$ cat src/hdtvf_pkg.sv
// Constants, codes and carrier types for the HDTV parallel line formatter.
// Assumes one luminance sample clock drives every sequential element.
package hdtvf_pkg;

  // Line timing, in luminance sample clocks
  localparam logic [11:0] HDTVF_LINE_LEN_1125  = 12'h898;  // 2200
  localparam logic [11:0] HDTVF_LINE_LEN_1250  = 12'h900;  // 2304
  localparam logic [11:0] HDTVF_BLANK_LEN_1125 = 12'h118;  // 280
  localparam logic [11:0] HDTVF_BLANK_LEN_1250 = 12'h180;  // 384
  localparam logic [11:0] HDTVF_HREF_POS_1125  = 12'h058;  // 88
  localparam logic [11:0] HDTVF_HREF_POS_1250  = 12'h080;  // 128
  localparam logic [11:0] HDTVF_ACTIVE_LEN     = 12'h780;  // 1920
  localparam logic [11:0] HDTVF_TRS_LEN        = 12'h004;  // Words per timing code
  localparam logic [11:0] HDTVF_CNT_ONE        = 12'h001;

  // Word codes, 10-bit scale with two fractional LSBs
  localparam logic [9:0] HDTVF_TRS_ONES   = 10'h3FF;
  localparam logic [9:0] HDTVF_TRS_ZERO   = 10'h000;
  localparam logic [9:0] HDTVF_VID_MIN    = 10'h004;  // 1.00
  localparam logic [9:0] HDTVF_VID_MAX    = 10'h3FB;  // 254.75
  localparam logic [9:0] HDTVF_VID_MAX8   = 10'h3F8;  // 254.00
  localparam logic [9:0] HDTVF_BLACK      = 10'h040;  // 16.00
  localparam logic [9:0] HDTVF_PEAK       = 10'h3AC;  // 235.00
  localparam logic [9:0] HDTVF_C_ZERO     = 10'h200;  // 128.00
  localparam logic [9:0] HDTVF_C_MIN      = 10'h040;  // 16.00
  localparam logic [9:0] HDTVF_C_MAX      = 10'h3C0;  // 240.00
  localparam logic [9:0] HDTVF_LSB2_MASK  = 10'h3FC;  // Clears two fractional LSBs

  // Information word bit positions
  localparam int HDTVF_XYZ_ONE = 9;
  localparam int HDTVF_XYZ_F   = 8;
  localparam int HDTVF_XYZ_V   = 7;
  localparam int HDTVF_XYZ_H   = 6;
  localparam int HDTVF_XYZ_P3  = 5;
  localparam int HDTVF_XYZ_P2  = 4;
  localparam int HDTVF_XYZ_P1  = 3;
  localparam int HDTVF_XYZ_P0  = 2;

  // Buffer shape
  localparam int HDTVF_FIFO_DEPTH = 8;
  localparam int HDTVF_SAMP_W     = 10;

  // One input pixel: Y/G, Cb/B, Cr/R
  typedef struct packed {
    logic [9:0] cr_r;
    logic [9:0] cb_b;
    logic [9:0] y_g;
  } hdtvf_pix_t;

  // One output word: ch2 only used in RGB mode
  typedef struct packed {
    logic [9:0] ch2;
    logic [9:0] ch1;
    logic [9:0] ch0;
  } hdtvf_word_t;

  localparam int HDTVF_PIX_W = $bits(hdtvf_pix_t);

endpackage : hdtvf_pkg

$ cat src/hdtvf_fifo.sv
// Small synchronous FIFO carrying pixels into the line formatter.
// Assumes one clock; writes when wr_valid_i and wr_ready_o, reads likewise.
`timescale 1ns/1ps
module hdtvf_fifo #(
  parameter int WIDTH = 30,
  parameter int DEPTH = 8
) (
  // Clock and reset
  input  wire logic             clk_i,
  input  wire logic             rst_n_i,
  // Fill side
  input  wire logic             wr_valid_i,
  output logic                  wr_ready_o,
  input  wire logic [WIDTH-1:0] wr_data_i,
  // Drain side
  output logic                  rd_valid_o,
  input  wire logic             rd_ready_i,
  output logic [WIDTH-1:0]      rd_data_o
);
  localparam int AW = $clog2(DEPTH);
  localparam logic [AW:0] DEPTH_CNT = (AW+1)'(DEPTH);
  localparam logic [AW:0] CNT_ONE   = (AW+1)'(1);
  localparam logic [AW-1:0] PTR_ONE = AW'(1);
  localparam logic [AW-1:0] PTR_LAST = AW'(DEPTH - 1);

  logic [WIDTH-1:0] mem_r [DEPTH];
  logic [AW-1:0]    wr_ptr_r;
  logic [AW-1:0]    rd_ptr_r;
  logic [AW:0]      count_r;
  logic             ready_r;
  wire              do_wr;
  wire              do_rd;
  wire  [AW:0]      count_nxt;

  // Ready from a flop, valid from the occupancy count
  assign wr_ready_o = ready_r;
  assign rd_valid_o = (count_r != '0);
  assign rd_data_o  = mem_r[rd_ptr_r];
  assign do_wr      = wr_valid_i & wr_ready_o;
  assign do_rd      = rd_ready_i & rd_valid_o;
  assign count_nxt  = (do_wr && !do_rd) ? count_r + CNT_ONE :
                      (do_rd && !do_wr) ? count_r - CNT_ONE : count_r;

  // Storage, written only
  always_ff @(posedge clk_i) begin
    if (do_wr) mem_r[wr_ptr_r] <= wr_data_i;
  end

  // Pointers and count
  always_ff @(posedge clk_i or negedge rst_n_i) begin
    if (!rst_n_i) begin
      wr_ptr_r <= '0;
      rd_ptr_r <= '0;
      count_r  <= '0;
      ready_r  <= 1'b1;
    end else begin
      if (do_wr) wr_ptr_r <= (wr_ptr_r == PTR_LAST) ? '0 : wr_ptr_r + PTR_ONE;
      if (do_rd) rd_ptr_r <= (rd_ptr_r == PTR_LAST) ? '0 : rd_ptr_r + PTR_ONE;
      count_r  <= count_nxt;
      ready_r  <= (count_nxt != DEPTH_CNT);
    end
  end

endmodule : hdtvf_fifo

$ cat src/hdtvf_formatter.sv
// Source-side line formatter and line timer for the HDTV parallel link.
// Assumes CLK_I is the luminance sample clock and configuration is static.
// Assumes field bits are steady on the last clock of each line.
// Assumes the pixel source keeps the buffer ahead of the active run.
// Assumes the destination only listens; nothing comes back.
//
// What this block does
// One-way link, single source to single destination.
// Samples are 8- or 10-bit uniform PCM.
// Timing codes 10-bit only in 1250 system.
// 20-bit words multiplex Cb and Cr.
// Words alternate Cb then Cr from first.
// Both chroma samples taken from odd position.
// Two 10-bit LSBs are fractional quarter steps.
// 8-bit words get two zero LSBs appended.
// 8-bit timing codes use eight MSBs only.
// Reserved extreme levels never sent as video.
// Black 16, peak 235, chroma zero 128.
// 1125 system also carries 30-bit RGB words.
// Line is 2200 or 2304 clocks long.
// Line starts 88 or 128 before sync.
// Active video starts 192 or 256 after sync.
// Blanking lasts 280 or 384 clocks.
// Field boundaries fall on digital line starts.
// Timing code is four words: preamble plus info.
// Info word carries F, V, H and protection.
// F and V change only at line-start EAV.
// SAV precedes, EAV follows each video block.
// 1920 active samples between SAV and EAV.
// Static inputs select line system and width.
`timescale 1ns/1ps
module hdtvf_formatter
  import hdtvf_pkg::*;
(
  // Clock and reset
  input  wire logic        CLK_I,
  input  wire logic        RSTN_I,
  // Static configuration
  input  wire logic        SYS_1250_I,
  input  wire logic        WIDTH8_I,
  input  wire logic        RGB_MODE_I,
  // Field state from the frame sequencer
  input  wire logic        FIELD_ID_I,
  input  wire logic        VBLANK_I,
  // Pixel stream in
  input  wire logic        PIX_VALID_I,
  output logic             PIX_READY_O,
  input  wire hdtvf_pix_t  PIX_DATA_I,
  // Link words out, one direction only
  output hdtvf_word_t      WORD_O,
  output logic             ACTIVE_O,
  output logic             EAV_O,
  output logic             SAV_O,
  output logic             LINE_START_O,
  output logic             HREF_O,
  output logic             UNDERRUN_O
);

  // Timing code word for one phase of a four-word code.
  // Phase 0 is all ones, phases 1 and 2 all zeros, phase 3 the info word.
  // Protection bits let the receiver correct one error in the top eight bits.
  // Narrow 1125 codes clear the two fraction bits of every word,
  // so the all-ones preamble becomes 3FC there.
  function automatic logic [9:0] trs_word(input logic [1:0] ph, input logic f,
                                          input logic v, input logic h,
                                          input logic narrow);
    logic [9:0] w;
    w = HDTVF_TRS_ZERO;
    unique case (ph)
      2'h0: w = HDTVF_TRS_ONES;
      2'h1: w = HDTVF_TRS_ZERO;
      2'h2: w = HDTVF_TRS_ZERO;
      2'h3: begin
        // Protection bits: P3 V^H, P2 F^H, P1 F^V, P0 F^V^H
        w[HDTVF_XYZ_ONE] = 1'b1;
        w[HDTVF_XYZ_F]   = f;
        w[HDTVF_XYZ_V]   = v;
        w[HDTVF_XYZ_H]   = h;
        w[HDTVF_XYZ_P3]  = v ^ h;
        w[HDTVF_XYZ_P2]  = f ^ h;
        w[HDTVF_XYZ_P1]  = f ^ v;
        w[HDTVF_XYZ_P0]  = f ^ v ^ h;
      end
    endcase
    trs_word = narrow ? (w & HDTVF_LSB2_MASK) : w;
    return trs_word;
  endfunction : trs_word

  // Keeps a video sample out of the reserved ranges.
  // Narrow samples lose their fraction bits before the limit test,
  // so the narrow top limit is the highest whole level left for video.
  // Codes 0.00 to 0.75 and 255.00 up never leave as video.
  function automatic logic [9:0] clip_vid(input logic [9:0] s, input logic narrow);
    logic [9:0] t;
    t = narrow ? (s & HDTVF_LSB2_MASK) : s;
    if (t < HDTVF_VID_MIN) t = HDTVF_VID_MIN;
    else if (!narrow && t > HDTVF_VID_MAX) t = HDTVF_VID_MAX;
    else if (narrow && t > HDTVF_VID_MAX8) t = HDTVF_VID_MAX8;
    clip_vid = t;
    return clip_vid;
  endfunction : clip_vid

  // Line position state, segments in line order
  // All four codes are legal, so the decode needs no default arm
  typedef enum logic [1:0] {
    HDTVF_SEG_EAV   = 2'b00,
    HDTVF_SEG_BLANK = 2'b01,
    HDTVF_SEG_SAV   = 2'b10,
    HDTVF_SEG_ACT   = 2'b11
  } hdtvf_seg_t;

  // Line counter and field bits
  logic [11:0]  cnt_r;
  logic [11:0]  cnt_nxt;
  logic         field_r;
  logic         vblank_r;

  // Chroma pairing state
  logic         chroma_ph_r;
  logic [9:0]   cr_hold_r;
  logic [9:0]   cr_hold_nxt;

  // Word being built and the buffer head
  hdtvf_word_t  word_nxt;
  hdtvf_seg_t   seg;
  hdtvf_pix_t   fifo_data;
  logic         fifo_valid;
  logic         fifo_pop;

  // Line layout, counter value n in sample clocks:
  //   0 .. 3              end code, three preamble words then the info word
  //   4 .. blank-5        blanking words, black luma and zero chroma
  //   blank-4 .. blank-1  start code, same shape with H low
  //   blank .. m-1        active run, one buffered pixel per clock
  // HREF_O marks n = 88 or 128, the analogue sync reference, and video
  // starts 192 or 256 clocks after it. Outputs lag the count by one clock,
  // so every word and flag seen outside belongs to the previous count.
  // The blanking interval holds both codes, 280 or 384 clocks in all.

  // Timing constants chosen by the line system; RGB exists only in 1125
  wire [11:0] line_len  = SYS_1250_I ? HDTVF_LINE_LEN_1250  : HDTVF_LINE_LEN_1125;
  wire [11:0] blank_len = SYS_1250_I ? HDTVF_BLANK_LEN_1250 : HDTVF_BLANK_LEN_1125;
  wire [11:0] href_pos  = SYS_1250_I ? HDTVF_HREF_POS_1250  : HDTVF_HREF_POS_1125;

  // Derived positions and decoded options
  wire [11:0] sav_pos   = blank_len - HDTVF_TRS_LEN;
  wire        line_end  = (cnt_r == line_len - HDTVF_CNT_ONE);
  wire        narrow_v  = WIDTH8_I;
  wire        narrow_t  = WIDTH8_I & ~SYS_1250_I;
  wire        rgb_on    = RGB_MODE_I & ~SYS_1250_I;
  wire [1:0]  trs_ph    = cnt_r[1:0];

  // Segment decode; active run is line less blanking, 1920 words.
  // Both timing codes start on a multiple of four, so the low counter
  // bits give the word phase inside a code directly.
  assign seg = (cnt_r < HDTVF_TRS_LEN) ? HDTVF_SEG_EAV :
               (cnt_r < sav_pos)       ? HDTVF_SEG_BLANK :
               (cnt_r < blank_len)     ? HDTVF_SEG_SAV :
                                         HDTVF_SEG_ACT;
  assign cnt_nxt = line_end ? '0 : cnt_r + HDTVF_CNT_ONE;

  // Pop one pixel per active sample clock
  assign fifo_pop = (seg == HDTVF_SEG_ACT);

  // Clipped channels of the pixel at the buffer head. In luma plus chroma
  // mode word k carries Cb of pixel k when k is even and Cr of pixel k-1
  // when k is odd; the chroma of every second pixel is dropped.
  wire [9:0]  vid_y     = clip_vid(fifo_data.y_g, narrow_v);
  wire [9:0]  vid_cb    = clip_vid(fifo_data.cb_b, narrow_v);
  wire [9:0]  vid_cr    = clip_vid(fifo_data.cr_r, narrow_v);

  // Timing code words for this count, end code with H high
  wire [9:0]  trs_eav   = trs_word(trs_ph, field_r, vblank_r, 1'b1, narrow_t);
  wire [9:0]  trs_sav   = trs_word(trs_ph, field_r, vblank_r, 1'b0, narrow_t);

  // Next values of the one-bit link flags
  wire        act_nxt   = (seg == HDTVF_SEG_ACT);
  wire        eav_nxt   = (seg == HDTVF_SEG_EAV);
  wire        sav_nxt   = (seg == HDTVF_SEG_SAV);
  wire        ls_nxt    = (cnt_r == '0);
  wire        href_nxt  = (cnt_r == href_pos);
  wire        urun_nxt  = fifo_pop & ~fifo_valid;

  // Output word selection
  always_comb begin
    word_nxt    = '0;
    cr_hold_nxt = cr_hold_r;
    unique case (seg)
      // Four end-code words, same value on every used channel
      HDTVF_SEG_EAV: begin
        word_nxt.ch0 = trs_eav;
        word_nxt.ch1 = trs_eav;
        word_nxt.ch2 = rgb_on ? trs_eav : '0;
      end
      // Start code, H low
      HDTVF_SEG_SAV: begin
        word_nxt.ch0 = trs_sav;
        word_nxt.ch1 = trs_sav;
        word_nxt.ch2 = rgb_on ? trs_sav : '0;
      end
      // Blanking: black luma, zero chroma
      HDTVF_SEG_BLANK: begin
        word_nxt.ch0 = HDTVF_BLACK;
        word_nxt.ch1 = rgb_on ? HDTVF_BLACK : HDTVF_C_ZERO;
        word_nxt.ch2 = rgb_on ? HDTVF_BLACK : '0;
      end
      // Active run from the buffer head; an empty buffer gives black
      HDTVF_SEG_ACT: begin
        if (rgb_on) begin
          word_nxt.ch0 = fifo_valid ? vid_y  : HDTVF_BLACK;
          word_nxt.ch1 = fifo_valid ? vid_cb : HDTVF_BLACK;
          word_nxt.ch2 = fifo_valid ? vid_cr : HDTVF_BLACK;
        end else begin
          word_nxt.ch0 = fifo_valid ? vid_y : HDTVF_BLACK;
          if (!chroma_ph_r) begin
            // Odd sample: send its Cb, keep its Cr for the next word
            word_nxt.ch1 = fifo_valid ? vid_cb : HDTVF_C_ZERO;
            cr_hold_nxt  = fifo_valid ? vid_cr : HDTVF_C_ZERO;
          end else begin
            word_nxt.ch1 = cr_hold_r;
          end
        end
      end
    endcase
  end

  // Line counter, free running; never stalled by the buffer, since a
  // stall would move every code; an empty buffer sends black instead.
  // Reset parks it on the first end-code word.
  always_ff @(posedge CLK_I or negedge RSTN_I) begin
    if (!RSTN_I) cnt_r <= '0;
    else         cnt_r <= cnt_nxt;
  end

  // Field bits taken only as a new line begins.
  // Sampling on the last clock puts the change on the first end-code
  // word, so a field boundary never falls inside a line.
  // Reset value marks the first line as blanking.
  always_ff @(posedge CLK_I or negedge RSTN_I) begin
    if (!RSTN_I) begin
      field_r  <= 1'b0;
      vblank_r <= 1'b1;
    end else if (line_end) begin
      field_r  <= FIELD_ID_I;
      vblank_r <= VBLANK_I;
    end
  end

  // Chroma phase restarts at first active sample, so every line
  // opens with Cb; an underrun mid-pair keeps the phase running
  always_ff @(posedge CLK_I or negedge RSTN_I) begin
    if (!RSTN_I) begin
      chroma_ph_r <= 1'b0;
      cr_hold_r   <= HDTVF_C_ZERO;
    end else begin
      chroma_ph_r <= (seg == HDTVF_SEG_ACT) ? ~chroma_ph_r : 1'b0;
      cr_hold_r   <= cr_hold_nxt;
    end
  end

  // Link word register, one clock behind the counter
  always_ff @(posedge CLK_I or negedge RSTN_I) begin
    if (!RSTN_I) WORD_O <= '0;
    else         WORD_O <= word_nxt;
  end

  // Link flag registers, aligned with the word they mark
  always_ff @(posedge CLK_I or negedge RSTN_I) begin
    if (!RSTN_I) begin
      ACTIVE_O     <= 1'b0;
      EAV_O        <= 1'b0;
      SAV_O        <= 1'b0;
      LINE_START_O <= 1'b0;
      HREF_O       <= 1'b0;
      UNDERRUN_O   <= 1'b0;
    end else begin
      ACTIVE_O     <= act_nxt;
      EAV_O        <= eav_nxt;
      SAV_O        <= sav_nxt;
      LINE_START_O <= ls_nxt;
      HREF_O       <= href_nxt;
      UNDERRUN_O   <= urun_nxt;
    end
  end

  // Pixel buffer in the data path.
  // Pops happen only in the active run, so the buffer fills during
  // blanking and its ready stays low until the first active word.
  // Eight words of slack cover a source that lags by a few clocks.
  hdtvf_fifo #(
    .WIDTH (HDTVF_PIX_W),
    .DEPTH (HDTVF_FIFO_DEPTH)
  ) u_fifo (
    .clk_i      (CLK_I),
    .rst_n_i    (RSTN_I),
    .wr_valid_i (PIX_VALID_I),
    .wr_ready_o (PIX_READY_O),
    .wr_data_i  (PIX_DATA_I),
    .rd_valid_o (fifo_valid),
    .rd_ready_i (fifo_pop),
    .rd_data_o  (fifo_data)
  );

endmodule : hdtvf_formatter

$ cat config.mk
export PLATFORM = sky130hd
export DESIGN_NAME = hdtvf_formatter
export DESIGN_NICKNAME = d
export VERILOG_FILES = /design/src/hdtvf_pkg.sv /design/src/hdtvf_fifo.sv /design/src/hdtvf_formatter.sv
export SDC_FILE = /design/constraint.sdc
export NUM_CORES = 1
export LEC_CHECK = 0
export ABC_AREA = 1
export BUFFER_PORTS_ARGS = -buffer_cell sky130_fd_sc_hd__clkbuf_2
export CAP_MARGIN = 20
export CORE_MARGIN = 3
export CORE_UTILIZATION = 66
export DETAILED_ROUTE_END_ITERATION = 6
export PLACE_DENSITY = 0.86
export SYNTH_ARGS = -nofsm -noshare
export SYNTH_HDL_FRONTEND = slang
export SYNTH_SLANG_ARGS = --single-unit
$ cat constraint.sdc
create_clock -name CLK_I -period 6.7 [get_ports CLK_I]
set_clock_uncertainty 0.05 [all_clocks]
set_input_delay 0.67 -clock CLK_I [delete_from_list [all_inputs] [get_ports CLK_I]]
set_output_delay 0.67 -clock CLK_I [all_outputs]
set_load 0.05 [all_outputs]
Word level (Yosys, flattened, before mapping) --
Memories as Yosys holds them, arrays and structs flattened. Cells that the tools add are included.
Word-level totals: register bits 72, latch bits 0, RAM bits 240, bits in read-only memories 0, bits of input ports 38, output and inout bits 37, logic and storage cells 123, memories kept 1
Memories:
- u_fifo.mem_r | depth 8, bits a word 30, read ports 1, clocked after Yosys merged registers in 0, wr ports 1, RTL line hdtvf_fifo.sv:26 | logic [WIDTH-1:0] mem_r [DEPTH];
Operators by class: add/subtract/negate cells 7, $mul 0, divide/modulo/power cells 0, order comparisons 12, equality and inequality tests 11, shift operators 0, muxes and demuxes 44, bitwise gates (word level) 13, reduce and logical (&&, ||, !) cells 17
Operators by type and width (count):
- two-way mux 10 bit | 19
- one-hot mux 30 bit (4 select lines) | 1
- > comparator 10 bit, second input constant | 6
- one-hot mux 8 bit (3 select lines) | 2
- less-than comparator 10 x 3 -> 1 bit, second input constant | 3
- two-way mux 20 bit | 1
- two-way mux 2 bit | 8
- two-way mux 8 bit | 2
- adder 12 x 1 -> 12 bit, second input constant | 1
- == test 12 bit | 1
- == test 12 x 8 -> 1 bit | 1
- logical NOT 12 bit | 1
- less-than comparator 12 bit | 1
- less-than comparator 12 x 3 -> 1 bit, second input constant | 1
- less-than comparator 12 x 9 -> 1 bit | 1
- two-way mux 12 bit | 1
- subtractor 12 x 1 -> 12 bit, second input constant | 1
- subtractor 9 x 3 -> 10 bit, second input constant | 1
- two-way mux 9 bit | 1
- == test 2 bit, second input constant | 4
- logical AND 1 bit | 8
- two-way mux 4 bit | 2
- two-way mux 7 bit | 1
- NOT 1 bit | 7
- other kinds (15) | 29

Longest topological paths before layout --
depth in word-level cells 11, gate-level depth with buffers 19, gate-level depth less buffers 16

By module --
Synthesis repeated with hierarchy kept, for this count alone.
Second synthesis, totals: cell total of the unflattened synthesis 1295, area, all modules 13520.5 um^2
By module, submodules not included:
- hdtvf_fifo | instances 1, cells an instance 800, area an instance 10017.1 um^2, sequential area each 7483.4 um^2
- hdtvf_formatter | instances 1, cells an instance 495, area an instance 3503.4 um^2, sequential area each 1529.0 um^2

Worst setup path before layout --
No wires, ideal clock.
path type register -> register, from reg u_fifo.ready_r (netlist: u_fifo.wr_ready_o), to mem u_fifo.mem_r[1][0] (enable), setup time 0.417 ns, data arrival time 2.391 ns, data required time 6.233 ns, slack 3.842 ns, cell stages (with the launch flop) 5, path buffers 0, clock period less this slack 2.858 ns, path through dfstp_2 nand2_1 nor2_1 inv_1 nor2_1
On the way: longest elaborated chain between the ends 3
RTL lines:
- from (decl) | RTL line hdtvf_fifo.sv:30 | logic ready_r;
- from (signal assigned) | RTL line hdtvf_fifo.sv:60 | ready_r <= (count_nxt != DEPTH_CNT);
- AND 1 bit | RTL line hdtvf_fifo.sv:39 | assign do_wr = wr_valid_i & wr_ready_o;
- two-way mux 1 bit | RTL line hdtvf_fifo.sv:46 | if (do_wr) mem_r[wr_ptr_r] <= wr_data_i;
- two-way mux 1 bit (implied by the code) | RTL line hdtvf_fifo.sv:46
- to (decl) | RTL line hdtvf_fifo.sv:26
Every way passes these cells.

==> summary.md <==
| Metric | Value |
|---|---|
| Number of synthesized flops with an enable pin | 240 |
| Worst Setup Start Kind | register |
| Largest net degree at the start of global routing | 99 |
| Vias per cell | approximately 5.9 |
| Cell internal pwr | 4.15 mW |
| H-tree depth | 1 |
| Synthesized area | roughly 0.014 mm² |
| Final #Nets | 1438 |
| Synth Flop Type | edfxtp_1 |
| Core area | approximately 0.020 mm² |
| Post-DP HPWL | around 19000 µm |
| Worst vdd ir | approximately 0.00025 V |
| Endpoints failing setup | 0 |
| Worst-Margin Slew | ~1.2 ns |
| Sequential area share after synthesis | between 60% and 70% |
| Fin Setup TNS | 0 ns |
| Critical path class | register to register |
| Via count | a little under 10000 |
| Syn Nets | ~1400 |
| First-pass GRT wire length | around 48000 µm |
| Total track usage | between 20% and 30% |
| Share of cells above drive strength 1 | 12.1% |
| Yosys warns | 0 |
| Max Clk Rate | 0.307 GHz |
| WHS | 0.261 ns |
| Clock Power Share | a little over a quarter |
| DR WL/cell | 18.7 µm |
| Number of inserted diodes | 0 |
| Vias in the first global route | between 9000 and 10000 |
| Post-CTS Resized | 0 |
| Avg Cell Area, Syn | approximately 10 µm² |
| Max-cap violations | 0 |
| Die width | roughly 150 µm |
| Yosys cell types | 45 |
| DR DRC count | 0 |
| Leading cell type in the layout, fill and taps excluded | nand2_1 |
| Std cell rows | 52 |
| Clock Path Buffers | 3 |
| Remaining antenna violation count | 0 |
| Rel. slew slack | 23.0% |
| Most frequent cells in the layout | 335 x nand2_1, 240 x edfxtp_1, 162 x nor2_1, 120 x inv_1, 94 x o21ai_0 |
| Util after Layout | between 70% and 80% |
| Setup Buffers After CTS | 0 |
| Synthesis-to-layout area growth | 12.0% |
| Status | completed |
| GR Overflow Total | 0 |
| Placer Congestion | around 0.95 |
| Worst setup EP type | register |
| Lkg Pwr | 6.49 nW |
| RSZ-0062 raised after global routing | no |
| Tot Pwr | just under 7 mW |
| Root Driver | clkbuf_16 |
| HP Class | primary input to asynchronous set/reset pin |
| Initial core utilization | between 60% and 70% |
| Final Max Tran Viols | 0 |
| Final Hold Violating Endpoints | 0 |
| Final period utilization | between 40% and 50% |
| Max FO, Critical Path | 80 |
| Starting DRC count in detailed routing | between 1000 and 1500 |
| Die area | about 0.023 mm² |
| Clock Sinks | 312 |
| CP required | roughly 7.1 ns |
| Tmin final | between 3 and 4 ns |
| Flop pwr share | between 30% and 40% |
| Ys async rst share | 23.1% |
| Register clock-pin slew on the reported worst setup and hold paths | 0.07 ns |
| Register bit total from synthesis | 312 |
| Pwr dens | 442 mW/mm² |
| Worst-Skew Late Latency | 0.57 ns |
| Antenna violations before repair | 0 |
| Cts hold-fix bufs | 0 |
| Switching share of power | about 39% |
| Comb power frac | a little over a third |
| Drt pass-1 iters | 5 |
| Worst EP arrival | roughly 3.6 ns |
| WL final | between 30000 and 40000 µm |
| CTS tree | done |
| # port buffers | 74 |
| Io pins | 75 |
| Net Sw Power | between 2 and 3 mW |
| Die height | 150 µm |
| CTS buffer count | 31 |
| Synth Instances | between 1000 and 1500 |
-- logic make-up (layout without fill, tap and decap cells) --
family | after synthesis | after routing | synth area share, %
flops | 312 | 312 | 65.8
buf+inv | 182 | 272 | 6.37
simple gates | 613 | 613 | 18.1
fa+ha+maj | 15 | 15 | 1.37
compound gates | 190 | 190 | 7.89
mux | 1 | 1 | 0.0822
xor+xnor | 6 | 6 | 0.384
-- flip-flops by register name, indices dropped and copies added (netlist names), 3 cells and up --
signal	flops
u_fifo.count_r	4
u_fifo.mem_r	240
cr_hold_r	10
WORD_O	30
u_fifo.wr_ptr_r	3
u_fifo.rd_ptr_r	3
cnt_r	12
-- critical path: stages (launching register included) --
cell     delay, ns
dfrtp_4       0.61
inv_4         0.61
buf_4         0.53
nand2_1       0.10
nand3_1       0.11
nand3_1       0.09
nand2_1       0.15
nand2_1       0.09
nor2_1        0.12
nand2_1       0.09
nand2_1       0.13
nor2_4        0.08
nand2_1       0.07
nand2_1       0.05
nand2_1       0.05
nand3_1       0.11
-- through the flow --
step	worst slack [ns]	cell area, µm²	std cells
after floorplan	3.84	13700	1319
after global placement	3.38	14100	1616
after detailed placement	3.25	14100	1616
after CTS	3.50	15200	1673
after global routing	3.20	15300	1679
final	3.45	15300	1679
-- synth_stat cells (4+ instances only) --
master	number	area, µm²
o21ai_0	94	470
xor2_1	6	52.6
nand2_1	335	1260
o211ai_1	7	52.6
o21ai_1	37	185
nor2_2	8	50.1
nand3_1	72	360
a21oi_1	11	55.1
clkinv_1	4	15.0
nor2_1	170	638
o221ai_1	5	43.8
buf_6	13	146
buf_4	7	52.6
buf_1	4	15.0
dfrtp_1	69	1730
edfxtp_1	240	7210
ha_1	15	188
nor3_1	13	65.1
buf_2	19	95.1
o21ai_2	5	43.8
o32ai_1	4	35.0
o22ai_1	17	106
clkbuf_1	8	30.0
inv_1	120	450
nand4_1	9	56.3
-- power by group through the flow --
stage / combinational, mW / sequential, mW / clock [mW]
6_report: 2.41 / 2.56 / 1.81
3_5_place_dp: 2.32 / 2.59 / 0
3_3_place_gp: 2.24 / 2.58 / 0
2_1_floorplan: 1.58 / 2.76 / 0
5_1_grt: 2.65 / 2.58 / 1.90
4_1_cts: 2.35 / 2.55 / 1.82
-- layout make-up --
cell class                 count  area (µm²)
tap                          270         338
sequential                   312        9020
inverter                     128         483
clock buffer                  39         848
multi-input combinational    825        3870
fill                        1255        4970
timing repair buffer          87         551
clock inverter                18         229
-- path summary, 6_finish.rpt --
check                      slack (ns)                  to          startpoint  cells after the start
max                              3.45          WORD_O[14]  u_fifo.rd_ptr_r[0]                     15
max in group asynchronous        5.68  u_fifo.rd_ptr_r[0]              RSTN_I                      2
min in group CLK_I               0.31             field_r          FIELD_ID_I                      2
min                              0.26          WORD_O[22]              RSTN_I                      2
min reg2reg                      0.41         chroma_ph_r         chroma_ph_r                      1
max reg2reg                      3.45          WORD_O[14]  u_fifo.rd_ptr_r[0]                     15
-- per-layer routing --
metal	routed length (µm)	global-route usage, %	up-vias
li1	-	-	4573
met3	2950	5.18	64
met2	15100	45.0	519
met5	0	0	-
met4	764	10.1	0
met1	12600	37.7	4699
Power figures use the tool's default switching activity.
